===== src/verilog/flash_sr_pkg.sv =====
package flash_sr_pkg;

  localparam logic [7:0] OP_SUSPEND = 8'hB0;
  localparam logic [7:0] OP_RESUME = 8'hD0;
  localparam logic [7:0] PROT_BYTE1 = 8'h3D;
  localparam logic [7:0] PROT_BYTE2 = 8'h2A;
  localparam logic [7:0] PROT_BYTE3 = 8'h7F;
  localparam logic [7:0] PROT_EN_BYTE4 = 8'hA9;
  localparam logic [7:0] PROT_DIS_BYTE4 = 8'h9A;

  // Sector protection register byte values
  localparam logic [7:0] SECT_PROT_ON = 8'hFF;
  localparam logic [1:0] SUB_PROT_ON = 2'h3;
  localparam int SUB0A_LSB = 6;
  localparam int SUB0B_LSB = 4;
  localparam int SECTORS = 8;

  localparam int CMD_BYTES = 4;
  localparam int CLK_PERIOD_NS = 40;
  // Resume latency figure is not fixed here; plain default
  localparam int RESUME_LATENCY_NS = 20000;
  localparam int RESUME_CYCLES_DEF =
    (RESUME_LATENCY_NS / CLK_PERIOD_NS) < 1 ? 1 :
    (RESUME_LATENCY_NS / CLK_PERIOD_NS);

  // Classes handed over by the main opcode decoder at frame end
  typedef enum logic [4:0] {
    K_NONE, K_READ_ARRAY, K_READ_BUF, K_BUF1_WRITE, K_BUF2_WRITE,
    K_PROG_ERASE, K_PROG_NOERASE, K_PAGE_BLOCK_ERASE, K_SECTOR_ERASE,
    K_CHIP_ERASE, K_PROT_REG_ERASE, K_PROT_REG_PROG, K_LOCKDOWN,
    K_LOCK_FREEZE, K_SEC_PROG, K_READ_PROT, K_READ_LOCK, K_READ_SEC,
    K_XFER_BUF1, K_XFER_BUF2, K_CMP_BUF1, K_CMP_BUF2, K_DPD_ENTER,
    K_DPD_EXIT, K_UDPD_ENTER, K_READ_CFG, K_READ_STATUS, K_READ_ID,
    K_SOFT_RESET, K_PROT_ENABLE, K_PROT_DISABLE
  } cmd_kind_t;

  typedef enum {ST_IDLE, ST_RESTART} resume_state_t;

endpackage : flash_sr_pkg


===== src/verilog/frame_collect.sv =====
`timescale 1ns/1ps
module frame_collect
  import flash_sr_pkg::*;
(
  input wire logic ref_clk, // 25 MHz clock
  input wire logic rstn, // Async reset, active low
  input wire logic cs_active, // Chip select asserted (level)
  input wire logic byte_valid, // One received byte (pulse)
  input wire logic [7:0] byte_data, // Received byte
  output logic frame_end, // Chip select just released (pulse)
  output logic [7:0] byte1_q, // First byte of frame
  output logic prefix_q, // Bytes 2 and 3 match protect prefix
  output logic [7:0] byte4_q, // Fourth byte of frame
  output logic [2:0] nbytes_q // Bytes seen, saturating
);

  logic cs_q;

  always_ff @(posedge ref_clk or negedge rstn) begin
    if (!rstn) begin
      cs_q <= 1'b0;
    end else begin
      cs_q <= cs_active;
    end
  end

  assign frame_end = cs_q & ~cs_active;

  // Bytes past the fourth are dropped, so trailing data never matters
  always_ff @(posedge ref_clk or negedge rstn) begin
    if (!rstn) begin
      nbytes_q <= 3'h0;
      byte1_q <= 8'h00;
      byte4_q <= 8'h00;
      prefix_q <= 1'b0;
    end else if (cs_active && !cs_q) begin
      nbytes_q <= byte_valid ? 3'h1 : 3'h0;
      byte1_q <= byte_valid ? byte_data : 8'h00;
      byte4_q <= 8'h00;
      prefix_q <= 1'b1;
    end else if (cs_active && byte_valid && nbytes_q < 3'(CMD_BYTES)) begin
      nbytes_q <= nbytes_q + 3'h1;
      case (nbytes_q)
        3'h0: byte1_q <= byte_data;
        3'h1: prefix_q <= prefix_q & (byte_data == PROT_BYTE2);
        3'h2: prefix_q <= prefix_q & (byte_data == PROT_BYTE3);
        3'h3: byte4_q <= byte_data;
        default: byte4_q <= byte4_q;
      endcase
    end
  end

endmodule : frame_collect


===== src/verilog/flash_suspend_resume_protect.sv =====
// What this block does
// - During any suspend, refuse erase, protection, lockdown and security programming.
// - During any suspend, accept protection, lockdown and security register reads.
// - Buffer transfer refused only when that same buffer is program suspended.
// - Buffer compares accepted in every suspend state.
// - During any suspend, refuse deep and ultra-deep power-down and power-up.
// - During any suspend, accept config, status, id reads and reset.
// - Resume is opcode D0h alone; further bytes are ignored.
// - After chip select release, restart suspended work within resume latency.
// - On resume clear the matching suspend flag and report busy.
// - With program and erase both suspended, resume program first.
// - Suspend commands are ignored while a resume is restarting.
// - Status shows protection enabled by software or by the protect pin.
// - Undriven write-protect input is taken as deasserted.
// - Software protection is volatile and off after power-up.
// - 3Dh 2Ah 7Fh A9h then chip select release enables protection.
// - 3Dh 2Ah 7Fh 9Ah then chip select release disables protection, unless the protect pin is asserted.
// - With protection on, block program and erase only in marked sectors.
// - Opcode B0h on release sets the matching suspend flag, reports ready.
// - Sectors 1 to 7 protected by FFh, unprotected by 00h.
`timescale 1ns/1ps
module flash_suspend_resume_protect
  import flash_sr_pkg::*;
#(
  parameter int RESUME_CYCLES = RESUME_CYCLES_DEF
)(
  input wire logic ref_clk, // 25 MHz clock
  input wire logic rstn, // Async reset, active low
  input wire logic cs_active, // Chip select asserted
  input wire logic byte_valid, // Received byte strobe
  input wire logic [7:0] byte_data, // Received byte
  input wire cmd_kind_t ext_kind, // Decoded class, valid at frame end
  input wire logic wp_n_in, // Write-protect pad level, low = protect
  input wire logic wp_n_driven, // Pad is driven from outside
  input wire logic core_busy, // Program or erase engine running
  input wire logic core_erase_active, // Running job is an erase
  input wire logic core_prog_buf2, // Running program uses buffer 2
  input wire logic [2:0] target_sector, // Sector of the framed command
  input wire logic target_sub0b, // Sector 0 part b addressed
  input wire logic [8*SECTORS-1:0] sect_prot_bytes, // Protection bytes
  output logic cmd_go, // Command accepted (pulse)
  output cmd_kind_t cmd_go_kind, // Class of accepted command
  output logic cmd_refused, // Command refused (pulse)
  output logic suspend_req, // Suspend the running job (pulse)
  output logic resume_prog, // Restart program job (pulse)
  output logic resume_erase, // Restart erase job (pulse)
  output logic prog_suspend_buf1, // Program suspended, buffer 1
  output logic prog_suspend_buf2, // Program suspended, buffer 2
  output logic erase_suspend_flag, // Erase suspended
  output logic ready_status, // High when ready
  output logic protect_status // Sector protection in force
);

  initial begin
    if (RESUME_CYCLES < 1) begin
      $error("RESUME_CYCLES must be at least one");
    end
  end

  logic frame_end;
  logic [7:0] byte1_q;
  logic prefix_q;
  logic [7:0] byte4_q;
  logic [2:0] nbytes_q;

  frame_collect u_collect (
    .ref_clk(ref_clk),
    .rstn(rstn),
    .cs_active(cs_active),
    .byte_valid(byte_valid),
    .byte_data(byte_data),
    .frame_end(frame_end),
    .byte1_q(byte1_q),
    .prefix_q(prefix_q),
    .byte4_q(byte4_q),
    .nbytes_q(nbytes_q)
  );

  logic buf1_susp_q, buf2_susp_q, erase_susp_q, sw_prot_q;
  logic [31:0] restart_cnt_q;
  logic restart_erase_q;
  resume_state_t state_q;
  logic any_susp, restarting, wp_asserted, is_prot_seq;
  logic is_suspend, is_resume, prot_en_cmd, prot_dis_cmd;
  logic refuse, blocked, is_prog_erase, frame_cmd;
  cmd_kind_t kind;

  // only the first byte selects suspend or resume
  assign is_suspend = frame_end && nbytes_q != 3'h0 && byte1_q == OP_SUSPEND;
  assign is_resume = frame_end && nbytes_q != 3'h0 && byte1_q == OP_RESUME;
  assign is_prot_seq = nbytes_q == 3'(CMD_BYTES) && byte1_q == PROT_BYTE1 &&
                       prefix_q;
  assign any_susp = buf1_susp_q | buf2_susp_q | erase_susp_q;
  assign restarting = state_q == ST_RESTART;
  // an undriven pad reads as the pull-up level
  assign wp_asserted = wp_n_driven & ~wp_n_in;

  always_comb begin
    kind = ext_kind;
    if (is_prot_seq && byte4_q == PROT_EN_BYTE4) begin
      kind = K_PROT_ENABLE;
    end else if (is_prot_seq && byte4_q == PROT_DIS_BYTE4) begin
      kind = K_PROT_DISABLE;
    end
  end

  assign frame_cmd = frame_end && !is_suspend && !is_resume &&
                     kind != K_NONE;

  // Suspend gating per class
  always_comb begin
    refuse = 1'b0;
    case (kind)
      K_SECTOR_ERASE, K_CHIP_ERASE, K_PROT_ENABLE, K_PROT_DISABLE,
      K_PROT_REG_ERASE, K_PROT_REG_PROG, K_LOCKDOWN, K_LOCK_FREEZE,
      K_SEC_PROG, K_PROG_ERASE, K_PAGE_BLOCK_ERASE: refuse = any_susp;
      K_DPD_ENTER, K_DPD_EXIT, K_UDPD_ENTER: refuse = any_susp;
      K_XFER_BUF1, K_BUF1_WRITE: refuse = buf1_susp_q;
      K_XFER_BUF2, K_BUF2_WRITE: refuse = buf2_susp_q;
      K_PROG_NOERASE: refuse = buf1_susp_q | buf2_susp_q;
      // reads, compares, status and reset pass
      default: refuse = 1'b0;
    endcase
  end

  always_comb begin
    is_prog_erase = 1'b0;
    case (kind)
      K_PROG_ERASE, K_PROG_NOERASE, K_PAGE_BLOCK_ERASE,
      K_SECTOR_ERASE: is_prog_erase = 1'b1;
      default: is_prog_erase = 1'b0;
    endcase
  end

  logic [7:0] sect_byte;
  logic sect_marked;
  assign sect_byte = sect_prot_bytes[8*target_sector +: 8];
  always_comb begin
    if (target_sector == 3'h0) begin
      sect_marked = target_sub0b ?
        sect_byte[SUB0B_LSB +: 2] == SUB_PROT_ON :
        sect_byte[SUB0A_LSB +: 2] == SUB_PROT_ON;
    end else begin
      sect_marked = sect_byte == SECT_PROT_ON;
    end
  end
  assign blocked = protect_status & is_prog_erase & sect_marked;

  // a refused frame only raises the refused pulse
  always_ff @(posedge ref_clk or negedge rstn) begin
    if (!rstn) begin
      cmd_go <= 1'b0;
      cmd_refused <= 1'b0;
      cmd_go_kind <= K_NONE;
    end else begin
      cmd_go <= frame_cmd & ~refuse & ~blocked;
      cmd_refused <= frame_cmd & (refuse | blocked);
      if (frame_cmd && !refuse && !blocked) begin
        cmd_go_kind <= kind;
      end
    end
  end

  assign prot_en_cmd = frame_cmd && kind == K_PROT_ENABLE && !refuse;
  assign prot_dis_cmd = frame_cmd && kind == K_PROT_DISABLE && !refuse &&
                        !wp_asserted;
  always_ff @(posedge ref_clk or negedge rstn) begin
    if (!rstn) begin
      sw_prot_q <= 1'b0;
    end else if (prot_en_cmd) begin
      sw_prot_q <= 1'b1;
    end else if (prot_dis_cmd) begin
      sw_prot_q <= 1'b0;
    end
  end
  assign protect_status = sw_prot_q | wp_asserted;

  // Suspend flags; a soft reset abandons suspended work
  logic take_susp, take_resume, resume_to_prog;
  assign take_susp = is_suspend && core_busy && !restarting;
  assign take_resume = is_resume && !restarting && any_susp;
  assign resume_to_prog = buf1_susp_q | buf2_susp_q;

  always_ff @(posedge ref_clk or negedge rstn) begin
    if (!rstn) begin
      buf1_susp_q <= 1'b0;
      buf2_susp_q <= 1'b0;
      erase_susp_q <= 1'b0;
    end else if (frame_cmd && kind == K_SOFT_RESET) begin
      buf1_susp_q <= 1'b0;
      buf2_susp_q <= 1'b0;
      erase_susp_q <= 1'b0;
    end else if (take_susp) begin
      erase_susp_q <= erase_susp_q | core_erase_active;
      buf1_susp_q <= buf1_susp_q | (~core_erase_active & ~core_prog_buf2);
      buf2_susp_q <= buf2_susp_q | (~core_erase_active & core_prog_buf2);
    end else if (take_resume) begin
      if (resume_to_prog) begin
        buf1_susp_q <= 1'b0;
        buf2_susp_q <= 1'b0;
      end else begin
        erase_susp_q <= 1'b0;
      end
    end
  end

  always_ff @(posedge ref_clk or negedge rstn) begin
    if (!rstn) begin
      suspend_req <= 1'b0;
    end else begin
      suspend_req <= take_susp;
    end
  end

  // Pulse leaves its flop one edge after the count reaches zero
  localparam int RESUME_WIN = RESUME_CYCLES + 1;

  // restart delay bounded by resume latency
  always_ff @(posedge ref_clk or negedge rstn) begin
    if (!rstn) begin
      state_q <= ST_IDLE;
      restart_cnt_q <= 32'h0;
      restart_erase_q <= 1'b0;
      resume_prog <= 1'b0;
      resume_erase <= 1'b0;
    end else begin
      resume_prog <= 1'b0;
      resume_erase <= 1'b0;
      case (state_q)
        ST_IDLE: begin
          if (take_resume) begin
            state_q <= ST_RESTART;
            restart_cnt_q <= 32'(RESUME_CYCLES - 1);
            restart_erase_q <= ~resume_to_prog;
          end
        end
        ST_RESTART: begin
          if (restart_cnt_q == 32'h0) begin
            state_q <= ST_IDLE;
            resume_prog <= ~restart_erase_q;
            resume_erase <= restart_erase_q;
          end else begin
            restart_cnt_q <= restart_cnt_q - 32'h1;
          end
        end
        default: state_q <= ST_IDLE;
      endcase
    end
  end

  assign ready_status = ~(core_busy | restarting);

  assign prog_suspend_buf1 = buf1_susp_q;
  assign prog_suspend_buf2 = buf2_susp_q;
  assign erase_suspend_flag = erase_susp_q;

  a_refuse_erase: assert property (@(posedge ref_clk)
    disable iff (!rstn) frame_cmd && any_susp &&
    (kind == K_SECTOR_ERASE || kind == K_CHIP_ERASE || kind == K_LOCKDOWN)
    |=> cmd_refused && !cmd_go)
    else $error("erase class accepted during suspend");

  a_read_pass: assert property (@(posedge ref_clk)
    disable iff (!rstn) frame_cmd && (kind == K_READ_PROT ||
    kind == K_READ_SEC || kind == K_READ_LOCK) |=> cmd_go)
    else $error("protection read refused");

  a_xfer_buf: assert property (@(posedge ref_clk)
    disable iff (!rstn) frame_cmd && kind == K_XFER_BUF1 |=>
    cmd_refused == $past(buf1_susp_q))
    else $error("buffer 1 transfer gating wrong");

  a_compare_pass: assert property (@(posedge ref_clk)
    disable iff (!rstn) frame_cmd && (kind == K_CMP_BUF1 ||
    kind == K_CMP_BUF2) |=> cmd_go && cmd_go_kind == $past(kind))
    else $error("compare refused");

  a_dpd_refuse: assert property (@(posedge ref_clk)
    disable iff (!rstn) frame_cmd && any_susp && (kind == K_DPD_ENTER ||
    kind == K_DPD_EXIT || kind == K_UDPD_ENTER) |=> cmd_refused)
    else $error("power-down accepted during suspend");

  a_status_pass: assert property (@(posedge ref_clk)
    disable iff (!rstn) frame_cmd && (kind == K_READ_STATUS ||
    kind == K_READ_ID || kind == K_READ_CFG || kind == K_SOFT_RESET)
    |=> cmd_go)
    else $error("status or id command refused");

  a_resume_time: assert property (@(posedge ref_clk)
    disable iff (!rstn)
    take_resume |-> ##[1:RESUME_WIN] (resume_prog || resume_erase))
    else $error("resume latency exceeded");

  a_resume_flags: assert property (@(posedge ref_clk)
    disable iff (!rstn) take_resume |=> !ready_status && !buf1_susp_q &&
    !buf2_susp_q &&
    erase_susp_q == ($past(erase_susp_q) && $past(resume_to_prog)))
    else $error("resume left flag set or ready shown");

  a_prog_first: assert property (@(posedge ref_clk)
    disable iff (!rstn) take_resume && erase_susp_q &&
    (buf1_susp_q || buf2_susp_q) |=> erase_susp_q)
    else $error("erase resumed before program");

  a_no_suspend: assert property (@(posedge ref_clk)
    disable iff (!rstn) restarting && is_suspend |=> !suspend_req)
    else $error("suspend taken while restarting");

  a_prot_on: assert property (@(posedge ref_clk)
    disable iff (!rstn) prot_en_cmd |=> protect_status)
    else $error("protection enable missed");

  a_block_marked: assert property (@(posedge ref_clk)
    disable iff (!rstn) frame_cmd && !refuse && is_prog_erase &&
    !(protect_status && sect_marked) |=> cmd_go)
    else $error("unmarked sector blocked");

endmodule : flash_suspend_resume_protect


===== config.mk =====
export PLATFORM = sky130hd
export DESIGN_NAME = flash_suspend_resume_protect
export DESIGN_NICKNAME = d
export VERILOG_FILES = /design/src/verilog/flash_sr_pkg.sv /design/src/verilog/frame_collect.sv /design/src/verilog/flash_suspend_resume_protect.sv
export SDC_FILE = /design/constraint.sdc
export NUM_CORES = 1
export LEC_CHECK = 0
export ABC_AREA = 1
export BUFFER_PORTS_ARGS = -buffer_cell sky130_fd_sc_hd__buf_2
export CAP_MARGIN = 0
export CORE_ASPECT_RATIO = 0.9
export CORE_MARGIN = 1
export CORE_UTILIZATION = 56
export CTS_CLUSTER_DIAMETER = 30
export DETAILED_ROUTE_END_ITERATION = 7
export PLACE_DENSITY = 0.81
export RECOVER_POWER = 100
export SYNTH_ARGS = -nofsm -noshare
export SYNTH_HDL_FRONTEND = slang
export SYNTH_SLANG_ARGS = --single-unit

===== constraint.sdc =====
create_clock -name ref_clk -period 2.3 [get_ports ref_clk]
set_input_delay 0.115 -clock ref_clk [delete_from_list [all_inputs] [get_ports ref_clk]]
set_output_delay 0.115 -clock ref_clk [all_outputs]
set_load 0.005 [all_outputs]

==> After elaboration in Yosys (flattened, before gate mapping) <==
Index checks and enable logic that the tools add are counted.
{ "classes": {"n_bitwise": 28, "order_cmp": 1, "n_addsub": 2, "shift": 1, "n_mux": 41, "n_eq_ne": 40, "n_reduce_logical": 58} }
{ "ops": {"columns": ["cell", "n"], "rows": [
  ["two-way mux 32 bit", 4],
  ["case mux 32 bit (2 select lines)", 2],
  ["zero test 32 bit", 2],
  ["indexed part select 64 x 7 -> 8 bit", 1],
  ["two-way mux 8 bit", 7],
  ["== test 5 bit, second input constant", 8],
  ["== test 8 bit, second input constant", 5],
  ["== test 5 x 4 -> 1 bit, second input constant", 7],
  ["== test 32 x 1 -> 1 bit, second input constant", 1],
  ["== test 32 x 2 -> 1 bit, second input constant", 1],
  ["subtractor 32 x 1 -> 32 bit, second input constant", 1],
  ["logical AND 1 bit", 25],
  ["two-way mux 1 bit", 22],
  ["== test 5 x 3 -> 1 bit, second input constant", 4],
  ["== test 8 x 6 -> 1 bit, second input constant", 2],
  ["AND reduction 2 bit", 7],
  ["OR reduction 14 bit", 1],
  ["nonzero test 3 bit", 4],
  ["bitwise AND 1 bit", 11],
  ["two-way mux 5 bit", 2],
  ["nonzero test 2 bit", 5],
  ["NOT 1 bit", 9],
  ["== test 8 x 7 -> 1 bit, second input constant", 1],
  ["bitwise OR 1 bit", 8],
  ["18 further kinds", 31]
]} }
{ "word_totals": {"ff_bits": 100} }

==> Logic depth before layout (Yosys ltp) <==
{ "logic_depth": {"ltp_word": 14, "ltp_mapped": 18} }

==> Modules after synthesis <==
Synthesis repeated with hierarchy kept, for this count alone.
{ "hier_totals": {"cells_unflattened": 634, "hier_area_um2": 4601.9} }
{ "modules_own_cells": {"columns": ["mod", "instances", "area_per_inst_um2", "cells_each"], "rows": [
  ["flash_suspend_resume_protect", 1, 3513.4, 517],
  ["frame_collect", 1, 1088.5, 117]
]} }

==> Worst setup path before layout <==
No wires, ideal clock.
{ "synth_path": {"path_kind": "reg2reg", "startpoint": "register u_collect.nbytes_q[0]", "endpoint": "register cmd_go_kind[0]", "path_slack_ns": 0.236, "path_stages_with_launch": 16, "setup_ns": 0.119, "required_time_ns": 2.181, "period_less_slack_ns": 2.064, "n_path_buf": 0, "arrival_ns": 1.945, "cell_sequence": "dfrtp_1 inv_1 ha_1 nand2_2 nor3_4 nand3_4 nand2_2 nand2_2 nand3_2 nand2_2 nor2_2 nand3_2 nand2_2 nand4_4 nand2_1 nand2_1"} }
{ "synth_between": {"elab_chain_len": 13} }
{ "synth_rtl": {"columns": ["item", "line_no", "rtl"], "rows": [
  ["from (decl)", "frame_collect.sv:14", "output logic [2:0] nbytes_q"],
  ["from (signal assigned)", "frame_collect.sv:37", "nbytes_q <= byte_valid ? 3'h1 : 3'h0;"],
  ["from (signal assigned)", "frame_collect.sv:42", "nbytes_q <= nbytes_q + 3'h1;"],
  ["parallel branches: the longest is 13 deep, another holds OR reduction 14 bit", null, null],
  ["to (signal assigned)", "flash_suspend_resume_protect.sv:159", "cmd_go_kind <= kind;"],
  ["to (decl)", "flash_suspend_resume_protect.sv:42", "output cmd_kind_t cmd_go_kind,"]
]} }
Several ways; the timed one is not identified.
A chain may end at the register's enable or synchronous reset.

==> Final worst setup path <==
{ "layout_path": {"startpoint": "register u_collect.nbytes_q[1]", "endpoint": "register cmd_go_kind[2]"} }
Same word-level chain as after synthesis.

==> impl_metrics.tcl <==
set metrics [dict create \
    rows 32 \
    arrival_ps 2580 \
    drt_wl_total_um 13600 \
    placed_cells 938 \
    crit_fanout 7 \
    grt_pass1_wl_um 23200 \
    r2r_setup_slack_ps 10 \
    synthArstFlopShare_pct 100 \
    synth_ff_type "dfrtp_1" \
    ys_types 46 \
    slowest_stage "dfrtp_1" \
    power_density_nw_per_um2 630 \
    cpLargestDelayFamily "simple AND/OR/NAND/NOR gates" \
    synth_most_common_cell "nand2_1" \
    fmax_ghz 0.437 \
    maxSlewViolCount 0 \
    cts_root_buf "clkbuf_8" \
    timing.hold.ws_ps 27.0 \
    numPortBuffers 104 \
    worst-path-buf-inv 2 \
    endpoint_kind "flip-flop" \
    worstHoldPathType "input port to flip-flop" \
    io_pins 105 \
    post-route-util_pct 69.3 \
    finalCritPeriodShare_pct 99.5 \
    numCtsBuffers 9 \
    netlist_instances 719 \
    synth_area_leaders "dfrtp_1 35%, nand2_1 14%, nor2_1 9.1%" \
    maxCapViolCount 0 \
    first_pass_iters 5 \
    cts_tree "done" \
    leakagePower_nw 3.07 \
    period_needed_ps 2290 \
    finalHoldViolations 0 \
    ys_seq_area_share_pct 35.0 \
    synth_nets 815 \
    fin_skew_ps 13.7 \
    drc 0 \
    chipHeight_um 91.0 \
    max_stage_delay_ps 400 \
    yosysTopAreaCell "dfrtp_1" \
    ys_ff_latch 69 \
    ctsLongestPathBuffers 2 \
    ant_nets 0 \
    rsz0062_at_grt "yes" \
    coreArea_um2 8570 \
    crit_required_ps 2600 \
    grt_overflow_total 0 \
    antenna_found_initial 0 \
    path_cells "inv_2, ha_4, nand2_4, nor3_4, buf_6, nand3_4, nand2_4, nand2_4, nand3_2, nand2_2, nor2_2, nand3_2, a21oi_4, nand4_1, nand2_1" \
    synth_area_um2 4930 \
    initial_core_util_pct 57.5 \
    path_clk_slew_ps 90 \
    gp_congestion 0.946 \
    ir_drop_uv 385 \
    grtUsageTotal_pct 31.7 \
    maxSlewHeadroom_pct 11.1 \
    finalNonFillerCells 966 \
    grt_max_degree 32 \
    n_antenna_cell 0 \
    cts_max_level 3 \
    worstMarginPinSlew_ps 1330 \
    grt_pass1_vias 5120 \
    worstSetupPathType "flip-flop to flip-flop" \
    yosysWarnings 0 \
    routed_via_density 5.40 \
    synthTopCellsByCount "182 x nand2_1, 120 x nor2_1, 70 x inv_1, 69 x dfrtp_1, 45 x o21ai_0" \
    status "completed" \
    start_kind "flip-flop" \
    area.growth.synth_to_final_pct 20.5 \
    synth_top_area_share_pct 35.0 \
    finalSetupViolations 0 \
    via_count 5212 \
    clock-sinks 69 \
    hpwl_um 10300 \
    die_w_um 101 \
    crit_top_cell "nand2_4" \
    drt_iter0_drc 283 \
    synth.avg_cell_area_um2 6.85 \
    drive_above_1_share_pct 22.0 \
    synth_edf_count 0 \
    fin_nets 938 \
    worstSkewPairLatency_ps 360 \
    drt-wirelength-per-cell_um 14.1 \
    die_area_um2 9180 \
]
metrics by stage:
stage                     total power, W  area (µm²)  worst slack [ps]  setup TNS, ps
final                            0.00374        5940              11.2              0
after global routing             0.00398        5940              -153           -999
after CTS                        0.00373        5920            0.0975              0
after detailed placement         0.00265        5630             -16.1          -31.6
after global placement           0.00261        5630              91.9              0
after floorplan                  0.00224        4930               236              0
cells by family after synthesis:
family                     count (synthesis)  share of synthesized area (%)
AOI/OAI and AO/OA                        121                           14.6
and+or+nand+nor                          399                           37.0
buffers and inverters                    107                           8.81
DFF                                       69                           35.0
xor gates and xnor gates                  17                           3.02
adders and majority gates                  6                           1.52
worst register-to-register path, stage by stage, from the launching register on:
cell,delay (ps)
dfrtp_1,400
inv_2,100
ha_4,150
nand2_4,50
nor3_4,110
buf_6,140
nand3_4,140
nand2_4,140
nand2_4,100
nand3_2,110
nand2_2,60
nor2_2,90
nand3_2,130
a21oi_4,250
nand4_1,160
nand2_1,100
flip-flops by register name, summed over array words and instances (netlist names), 3 cells and up:
name,cells
u_collect.nbytes_q,3
restart_cnt_q,32
u_collect.byte4_q,8
u_collect.byte1_q,8
cmd_go_kind,5
repair_timing:
action | 4_1_cts | 5_1_grt
setup buffers | 3 | 5
setup endpoints to repair | 6 | 14
gates resized for setup | 8 | 8
hold buffers | 2 | 0
endpoints found under the hold margin | 22 | 0
pin swaps | 7 | 9
cloned | 2 | 0
power by group:
part,internal [W],total [W],switching (W)
Combinational,0.000423,0.00113,0.000708
Clock,0.000515,0.00106,0.000541
Sequential,0.00140,0.00156,0.000156
area by class of cell:
class                      count  area [µm²]
clock buffer                   9         124
clock inverter                 7        77.6
fill                         791        2630
inverter                      85         319
multi-input combinational    545        2840
sequential                    69        1730
tap                          119         149
timing repair buffer         132         703
routing by layer:
| layer | part of all wire (%) | GRT usage [%] | vias to the layer above |
|---|---|---|---|
| met5 | 0 | 0 | - |
| met4 | 1.8 | 10.0 | 0 |
| met3 | 5.5 | 6.47 | 27 |
| met2 | 47 | 51.0 | 166 |
| met1 | 45 | 42.5 | 2431 |
| li1 | - | - | 2588 |
worst paths after layout:
path | endpoint | cells past startpoint | start
min in group asynchronous | u_collect.byte1_q[0]$_DFFE_PN0P_ | 2 | rstn
min reg2reg | resume_prog$_DFF_PN0_ | 1 | restart_erase_q$_DFFE_PN0P_
min | u_collect.byte4_q[5]$_DFFE_PN0P_ | 3 | byte_data[5]
max reg2reg | cmd_go_kind[2]$_DFFE_PN0P_ | 15 | u_collect.nbytes_q[1]$_DFFE_PN0P_
max in group asynchronous | restart_cnt_q[5]$_DFFE_PN0P_ | 3 | rstn
max | cmd_go_kind[2]$_DFFE_PN0P_ | 15 | u_collect.nbytes_q[1]$_DFFE_PN0P_
placed cells by master (no fill, tap or decap), types with 6 or more instances in the layout:
| master | count |
|---|---|
| a21oi_1 | 24 |
| buf_2 | 92 |
| buf_4 | 17 |
| clkbuf_1 | 15 |
| clkbuf_8 | 9 |
| dfrtp_1 | 69 |
| inv_1 | 69 |
| inv_2 | 14 |
| nand2_1 | 182 |
| nand2_2 | 6 |
| nand3_1 | 25 |
| nand3_2 | 6 |
| nand4_1 | 21 |
| nor2_1 | 119 |
| nor3_1 | 6 |
| nor4_1 | 6 |
| o211ai_1 | 9 |
| o21ai_0 | 46 |
| o21ai_1 | 12 |
| o31ai_1 | 21 |
| xor2_1 | 14 |
(Power assumes the default switching activity.)
